`config.mk`:
```
export PLATFORM = sky130hd
export DESIGN_NAME = and_ops_carry_branch_exec
export DESIGN_NICKNAME = d
export VERILOG_FILES = /design/src/hdl/and_ops_carry_branch_exec_pkg.sv /design/src/hdl/and_ops_carry_branch_exec.sv
export SDC_FILE = /design/constraint.sdc
export NUM_CORES = 1
export LEC_CHECK = 0
export BUFFER_PORTS_ARGS = -buffer_cell sky130_fd_sc_hd__buf_2
export CORE_ASPECT_RATIO = 0.9
export CORE_MARGIN = 5
export CORE_UTILIZATION = 49
export CTS_CLUSTER_DIAMETER = 40
export DETAILED_ROUTE_END_ITERATION = 10
export GPL_TIMING_DRIVEN = 1
export HOLD_SLACK_MARGIN = 0.12
export PLACE_DENSITY = 0.76
export SYNTH_ARGS = -nofsm -noshare
export SYNTH_HDL_FRONTEND = slang
export SYNTH_SLANG_ARGS = --single-unit
```
`constraint.sdc`:
```
create_clock -name clk_sys_in -period 3.33 [get_ports clk_sys_in]
set_input_delay 0 -clock clk_sys_in [delete_from_list [all_inputs] [get_ports clk_sys_in]]
set_output_delay 0 -clock clk_sys_in [all_outputs]
set_load 0.01 [all_outputs]
```
`src/hdl/and_ops_carry_branch_exec_pkg.sv`:
```
// Constants and carrier types for the AND and carry-branch executor.
// Assumes one 40 MHz core clock and a synchronous, active-low reset.
// Summary of operation
// - An opcode high byte of 0000 1011 ANDs the unsigned 8-bit literal with the working register.
// - The literal AND writes the working register and updates only the negative and zero flags.
// - An opcode starting 0001 01 ANDs the working register with the addressed file register and updates negative and zero.
// - For the register AND a destination bit of zero writes the working register and one writes the file register.
// - An access bit of zero selects the access bank and one takes the bank from the bank select register.
// - With the extended set on and the access bit zero, a file address up to 5Fh is an indexed literal offset.
// - A carry branch with carry set loads the program counter with its value plus two plus twice the signed offset, flags untouched.
// - A taken carry branch lasts two instruction cycles, the second a no-operation, and an untaken one lasts one.
package and_ops_carry_branch_exec_pkg;

    localparam int PC_W = 21;
    localparam int ADDR_W = 12;

    localparam logic [7:0] OPC_AND_LITERAL = 8'h0B;
    localparam logic [5:0] OPC_AND_FILE = 6'h05;
    localparam logic [7:0] OPC_BRANCH_CARRY = 8'hE2;

    localparam int DEST_BIT = 9;
    localparam int ACCESS_BIT = 8;

    localparam logic [7:0] INDEXED_LIMIT = 8'h5F;
    localparam logic [7:0] ACCESS_SPLIT = 8'h80;
    localparam logic [3:0] ACCESS_HI_BANK = 4'hF;
    localparam logic [3:0] ACCESS_LO_BANK = 4'h0;

    localparam logic [PC_W-1:0] PC_STEP = 21'h000002;
    localparam logic [PC_W-1:0] PC_RESET = 21'h000000;
    // All ones after reset, so the first AND passes its operand through instead of
    // forcing every later result to zero.
    localparam logic [7:0] W_RESET = 8'hFF;
    localparam logic [7:0] RESULT_RESET = 8'h00;
    localparam logic FLAG_RESET = 1'h0;
    localparam logic [15:0] INSTR_RESET = 16'h0000;

    typedef enum logic [3:0] {
        PH_DECODE = 4'h1,
        PH_READ = 4'h2,
        PH_PROCESS = 4'h4,
        PH_WRITE = 4'h8
    } phase_t;

    typedef struct packed {
        logic [ADDR_W-1:0] addr;
        logic [7:0] wdata;
        logic rd_en;
        logic wr_en;
    } mem_req_t;

    localparam mem_req_t MEM_REQ_IDLE = '{addr: 12'h000, wdata: 8'h00, rd_en: 1'b0, wr_en: 1'b0};

endpackage : and_ops_carry_branch_exec_pkg

```
`src/hdl/and_ops_carry_branch_exec.sv`:
```
// Quarter-phase executor for the literal AND, the register AND and the carry branch.
// Assumes program memory and data memory sit on the same clock; data memory returns
// read data in the same clock that a read request is seen on its port.
module and_ops_carry_branch_exec (
    input wire logic clk_sys_in,
    input wire logic rst_n_in,
    input wire logic [15:0] instr_word_in,
    input wire logic carry_in,
    input wire logic ext_set_en_in,
    input wire logic [3:0] bank_select_register_in,
    input wire logic [and_ops_carry_branch_exec_pkg::ADDR_W-1:0] index_base_in,
    input wire logic [7:0] mem_rdata_in,
    output logic [and_ops_carry_branch_exec_pkg::PC_W-1:0] pc_out,
    output and_ops_carry_branch_exec_pkg::mem_req_t mem_req_out,
    output logic [7:0] working_out,
    output logic negative_out,
    output logic zero_out,
    output and_ops_carry_branch_exec_pkg::phase_t phase_out,
    output logic nop_cycle_out
);

    ////////////////////////////////////////////////////////////////////////////
    // State.

    and_ops_carry_branch_exec_pkg::phase_t phase_r, phase_nxt;
    logic [15:0] instr_r, instr_nxt;
    logic [and_ops_carry_branch_exec_pkg::PC_W-1:0] pc_r, pc_nxt;
    logic [7:0] w_r, w_nxt;
    logic neg_r, neg_nxt;
    logic zero_r, zero_nxt;
    logic nop_r, nop_nxt;
    logic [7:0] result_r, result_nxt;
    and_ops_carry_branch_exec_pkg::mem_req_t req_r, req_nxt;

    ////////////////////////////////////////////////////////////////////////////
    // Decode of the held instruction word.

    logic is_and_lit;
    logic is_and_file;
    logic is_branch;
    logic dest_file;
    logic [7:0] f_addr;
    logic [and_ops_carry_branch_exec_pkg::ADDR_W-1:0] data_addr;
    logic [and_ops_carry_branch_exec_pkg::PC_W-1:0] branch_ofs;

    always_comb begin
        is_and_lit = (instr_r[15:8] == and_ops_carry_branch_exec_pkg::OPC_AND_LITERAL);
        is_and_file = (instr_r[15:10] == and_ops_carry_branch_exec_pkg::OPC_AND_FILE);
        is_branch = (instr_r[15:8] == and_ops_carry_branch_exec_pkg::OPC_BRANCH_CARRY);
        dest_file = instr_r[and_ops_carry_branch_exec_pkg::DEST_BIT];
        f_addr = instr_r[7:0];
        // Twice the signed offset, sign-extended to the full counter width.
        branch_ofs = {{(and_ops_carry_branch_exec_pkg::PC_W - 9){instr_r[7]}}, instr_r[7:0], 1'b0};
        if (instr_r[and_ops_carry_branch_exec_pkg::ACCESS_BIT]) begin
            data_addr = {bank_select_register_in, f_addr};
        end else if (ext_set_en_in && (f_addr <= and_ops_carry_branch_exec_pkg::INDEXED_LIMIT)) begin
            // The offset wraps within the data space rather than faulting.
            data_addr = index_base_in + {4'h0, f_addr};
        end else if (f_addr >= and_ops_carry_branch_exec_pkg::ACCESS_SPLIT) begin
            data_addr = {and_ops_carry_branch_exec_pkg::ACCESS_HI_BANK, f_addr};
        end else begin
            data_addr = {and_ops_carry_branch_exec_pkg::ACCESS_LO_BANK, f_addr};
        end
    end

    ////////////////////////////////////////////////////////////////////////////
    // Branch decision, shared by the sequencer and the program counter.

    logic take_branch;

    always_comb begin
        take_branch = (phase_r == and_ops_carry_branch_exec_pkg::PH_WRITE) && !nop_r
            && is_branch && carry_in;
    end

    ////////////////////////////////////////////////////////////////////////////
    // Phase sequencer and no-operation cycle.

    always_comb begin
        phase_nxt = phase_r;
        nop_nxt = nop_r;
        unique case (phase_r)
            and_ops_carry_branch_exec_pkg::PH_DECODE: begin
                phase_nxt = and_ops_carry_branch_exec_pkg::PH_READ;
            end
            and_ops_carry_branch_exec_pkg::PH_READ: begin
                phase_nxt = and_ops_carry_branch_exec_pkg::PH_PROCESS;
            end
            and_ops_carry_branch_exec_pkg::PH_PROCESS: begin
                phase_nxt = and_ops_carry_branch_exec_pkg::PH_WRITE;
            end
            and_ops_carry_branch_exec_pkg::PH_WRITE: begin
                phase_nxt = and_ops_carry_branch_exec_pkg::PH_DECODE;
                // A taken branch spends one whole instruction cycle idle, so nothing
                // is fetched or executed until the counter holds the target.
                if (nop_r) begin
                    nop_nxt = 1'h0;
                end else if (take_branch) begin
                    nop_nxt = 1'h1;
                end
            end
        endcase
    end

    always_ff @(posedge clk_sys_in) begin
        if (!rst_n_in) begin
            phase_r <= and_ops_carry_branch_exec_pkg::PH_DECODE;
            nop_r <= and_ops_carry_branch_exec_pkg::FLAG_RESET;
        end else begin
            phase_r <= phase_nxt;
            nop_r <= nop_nxt;
        end
    end

    ////////////////////////////////////////////////////////////////////////////
    // Instruction latch and program counter.

    always_comb begin
        instr_nxt = instr_r;
        pc_nxt = pc_r;
        if ((phase_r == and_ops_carry_branch_exec_pkg::PH_DECODE) && !nop_r) begin
            instr_nxt = instr_word_in;
            pc_nxt = pc_r + and_ops_carry_branch_exec_pkg::PC_STEP;
        end else if (take_branch) begin
            // The counter already points past the branch, so the target adds only 2n.
            pc_nxt = pc_r + branch_ofs;
        end
    end

    always_ff @(posedge clk_sys_in) begin
        if (!rst_n_in) begin
            instr_r <= and_ops_carry_branch_exec_pkg::INSTR_RESET;
            pc_r <= and_ops_carry_branch_exec_pkg::PC_RESET;
        end else begin
            instr_r <= instr_nxt;
            pc_r <= pc_nxt;
        end
    end

    ////////////////////////////////////////////////////////////////////////////
    // Datapath: result, working register and flags.

    always_comb begin
        result_nxt = result_r;
        w_nxt = w_r;
        neg_nxt = neg_r;
        zero_nxt = zero_r;
        // The result is held for one phase so that the write phase sees a settled
        // value, whatever the memory does after its read pulse ends.
        if (phase_r == and_ops_carry_branch_exec_pkg::PH_PROCESS) begin
            if (is_and_lit) begin
                result_nxt = w_r & instr_r[7:0];
            end else begin
                result_nxt = w_r & mem_rdata_in;
            end
        end else if ((phase_r == and_ops_carry_branch_exec_pkg::PH_WRITE) && !nop_r) begin
            if (is_and_lit) begin
                w_nxt = result_r;
                neg_nxt = result_r[7];
                zero_nxt = (result_r == 8'h00);
            end else if (is_and_file) begin
                neg_nxt = result_r[7];
                zero_nxt = (result_r == 8'h00);
                if (!dest_file) begin
                    w_nxt = result_r;
                end
            end
        end
    end

    always_ff @(posedge clk_sys_in) begin
        if (!rst_n_in) begin
            result_r <= and_ops_carry_branch_exec_pkg::RESULT_RESET;
            w_r <= and_ops_carry_branch_exec_pkg::W_RESET;
            neg_r <= and_ops_carry_branch_exec_pkg::FLAG_RESET;
            zero_r <= and_ops_carry_branch_exec_pkg::FLAG_RESET;
        end else begin
            result_r <= result_nxt;
            w_r <= w_nxt;
            neg_r <= neg_nxt;
            zero_r <= zero_nxt;
        end
    end

    ////////////////////////////////////////////////////////////////////////////
    // Data memory request.

    always_comb begin
        // Both strobes are one-cycle pulses; a strobe left high would read or
        // write the same location a second time.
        req_nxt = and_ops_carry_branch_exec_pkg::MEM_REQ_IDLE;
        if ((phase_r == and_ops_carry_branch_exec_pkg::PH_READ) && !nop_r && is_and_file) begin
            req_nxt.addr = data_addr;
            req_nxt.rd_en = 1'h1;
        end else if ((phase_r == and_ops_carry_branch_exec_pkg::PH_WRITE) && !nop_r
            && is_and_file && dest_file) begin
            req_nxt.addr = data_addr;
            req_nxt.wdata = result_r;
            req_nxt.wr_en = 1'h1;
        end
    end

    always_ff @(posedge clk_sys_in) begin
        if (!rst_n_in) begin
            req_r <= and_ops_carry_branch_exec_pkg::MEM_REQ_IDLE;
        end else begin
            req_r <= req_nxt;
        end
    end

    ////////////////////////////////////////////////////////////////////////////
    // Outputs, all straight from flip-flops.

    always_comb begin
        pc_out = pc_r;
        mem_req_out = req_r;
        working_out = w_r;
        negative_out = neg_r;
        zero_out = zero_r;
        phase_out = phase_r;
        nop_cycle_out = nop_r;
    end

endmodule : and_ops_carry_branch_exec

```
==> run metrics <==
most frequent cells after synthesis 97 x nand2_1, 81 x dfxtp_1, 58 x a21oi_1; Design Area, Final between 0.005 and 0.006 mm2; Crit Path Category reg -> reg; Layout area overhead 27.1%; Unique masters post-synth 60; wire per inst ~16 um; Max Fanout on Critical Path 16; Total Routing Usage GR 23.7%; CTS tree done; Detailed Route WL ~13000 um; Seq cells post-synth between 80 and 90; Hold Fails Final Rpt 0; grt ovf 0; vias in the first global route around 4.4k; remaining antenna violation count 0; Async SR Flop Fraction 0%; Yosys top cell by area dfxtp_1; sequential-to-total area share from yosys stat between 30% and 40%; max incr delay on CP about 370 ps; CTS sink count 81; layout cells sized above 1 22.0%; Die Y between 100 and 150 um; full die area 0.0110 mm2; worst clock skew between 10 and 15 ps; Tcrit/Tclk final between 90% and 100%; Ys Warns 0; Synth Instances about 550; die span in x 110 um; crit path DAT 3350 ps; Cell Area, Synth roughly 0.0044 mm2; Core Area 0.00869 mm2; CP Launch Type flip-flop; vias post-DR 4529; syn_nets 612; Clock Pin Slew Worst Setup and Hold Paths roughly 90 ps; RSZ-0062 raised after global routing no; VDD IR max between 200 and 300 uV; CP cell instances nor3_2 -> nand2_1 -> buf_4 -> nand2_1 -> inv_1 -> ha_1 -> a211oi_1 -> o21ai_0 -> a21oi_1 -> mux2_2 -> or3_1 -> a21oi_1; fmax 0.328 GHz; post-cts resize count 0; IO Count approximately 100; hold_ws 143 ps; Place WS ~300 ps; CP max stage cell mux2_2; top post-synthesis cells by area dfxtp_1 37%, nand2_1 8.2%, a21oi_1 6.6%, ha_1 4.2%, mux2i_1 3.8%; post-synth top area share between 30% and 40%; PD cells 369 mW/mm2; Post-synth top flop dfxtp_1; largest net degree at the start of global routing 27; Max-Cap Viols 0; min-delay worst type in -> reg; setup bufs post-CTS 0; EDFF count, synth 0; number of I/O port buffers 100; Total Neg Setup Slack 0 ps; Clock Tree Buf Depth 2; count leader, synth nand2_1; H-tree depth 3; initial antenna violation count 0; Initial DRT Pass Iterations 4; clock latency on the worst-skew pair ~360 ps; crit path time final between 3000 and 4000 ps; Final WS setup ~280 ps; Initial Utilization about 51%; leak pwr roughly 2.5 nW; global-route wire length before repair around 21000 um; delay-heaviest family, CP compound AO/OA/AOI/OAI gates; Antenna diodes 0; initial drt markers 230; worst path bufs/invs 2; Area after DPL approximately 0.0051 mm2; Slew Limit Headroom 47.6%; final core occ 64.8%; layout net count approximately 750; Synth Area per Inst 8.04 um2; RD Place Congestion slightly below 1; clk root buf clkbuf_8; DR DRC count 0; Slew Limit Fails 0; Final setup violation count 0; status completed; Worst Tran Pin Value just under 800 ps; Post-CTS Hold Fix Bufs 35; Critical Path End Type flip-flop; HPWL Detailed 9420 um; total CTS buffers 9; Via density 5.59; row count 32; Worst EP required between 3000 and 4000 ps
## final timing paths
check / start / slack, ps / end / cells after the start
max: nop_cycle_out / 280 / pc_out[13] / 12
min: index_base_in[6] / 140 / mem_req_out[16] / 5
max reg2reg: nop_cycle_out / 280 / pc_out[13] / 12
min reg2reg: zero_out / 460 / zero_out / 2
## logic make-up (layout without fill, tap and decap cells)
kind of cell	Yosys count	after routing	synth area share, %
AO/OA/AOI/OAI	124	124	17.3
other	1	1	0.0847
buffers and inverters	49	189	4.49
flip-flops	81	81	36.6
XOR/XNOR	10	10	1.98
AND/OR/NAND/NOR	242	242	28.1
multiplexers	27	27	6.38
adder cells (fa/ha/maj)	17	17	5.14
## cell type report
type	count	area (um2)
Fill cell	774	3060
Multi-Input combinational cell	421	2610
Sequential cell	81	1620
Timing Repair Buffer	149	956
Tap cell	119	149
Clock buffer	10	138
Inverter	24	90.1
Clock inverter	6	66.3
## flip-flops by register name (all words and copies together) (netlist names)
name           cells
instr_r           16
mem_req_out       22
negative_out       1
nop_cycle_out      1
pc_out            20
phase_out          4
result_r           8
working_out        8
zero_out           1
## routing by layer
metal	share of wire, %	up-vias	wire length (um)	global-route usage [%]
met4	1.7	0	222	7.95
met1	43	2061	5510	31.6
li1	-	2233	-	-
met3	9.4	24	1210	4.63
met2	46	211	5920	38.4
met5	0	-	0	0
## placed cells by master (no fill, tap or decap), types with 17 or more instances in the layout
cell,instances
nand2_1,97
nor2_1,28
dfxtp_1,81
o21ai_0,21
nand3_1,24
inv_1,24
mux2i_1,17
dlygate4sd3_1,35
buf_2,100
a21oi_1,58
## power breakdown
part / switching, W / internal (W) / total (W)
combinational: 0.000172 / 0.000140 / 0.000312
clock: 0.000380 / 0.000368 / 0.000748
sequential: 0.0000288 / 0.000989 / 0.00102
total: 0.000580 / 0.00150 / 0.00208
## worst reg2reg max path, stage by stage, from the launching register on
cell and delay, ps:
dfxtp_1 330, nor3_2 200, nand2_1 130, buf_4 210, nand2_1 100, inv_1 40, ha_1 330, a211oi_1 320
o21ai_0 260, a21oi_1 280, mux2_2 370, or3_1 300, a21oi_1 130
## through the flow
step,power [W],std cells
2_1_floorplan,0.00122,551
3_3_place_gp,0.00131,759
3_5_place_dp,0.00132,759
4_1_cts,0.00208,810
5_1_grt,0.00217,810
6_report,0.00208,810
(Power assumes the default switching activity.)
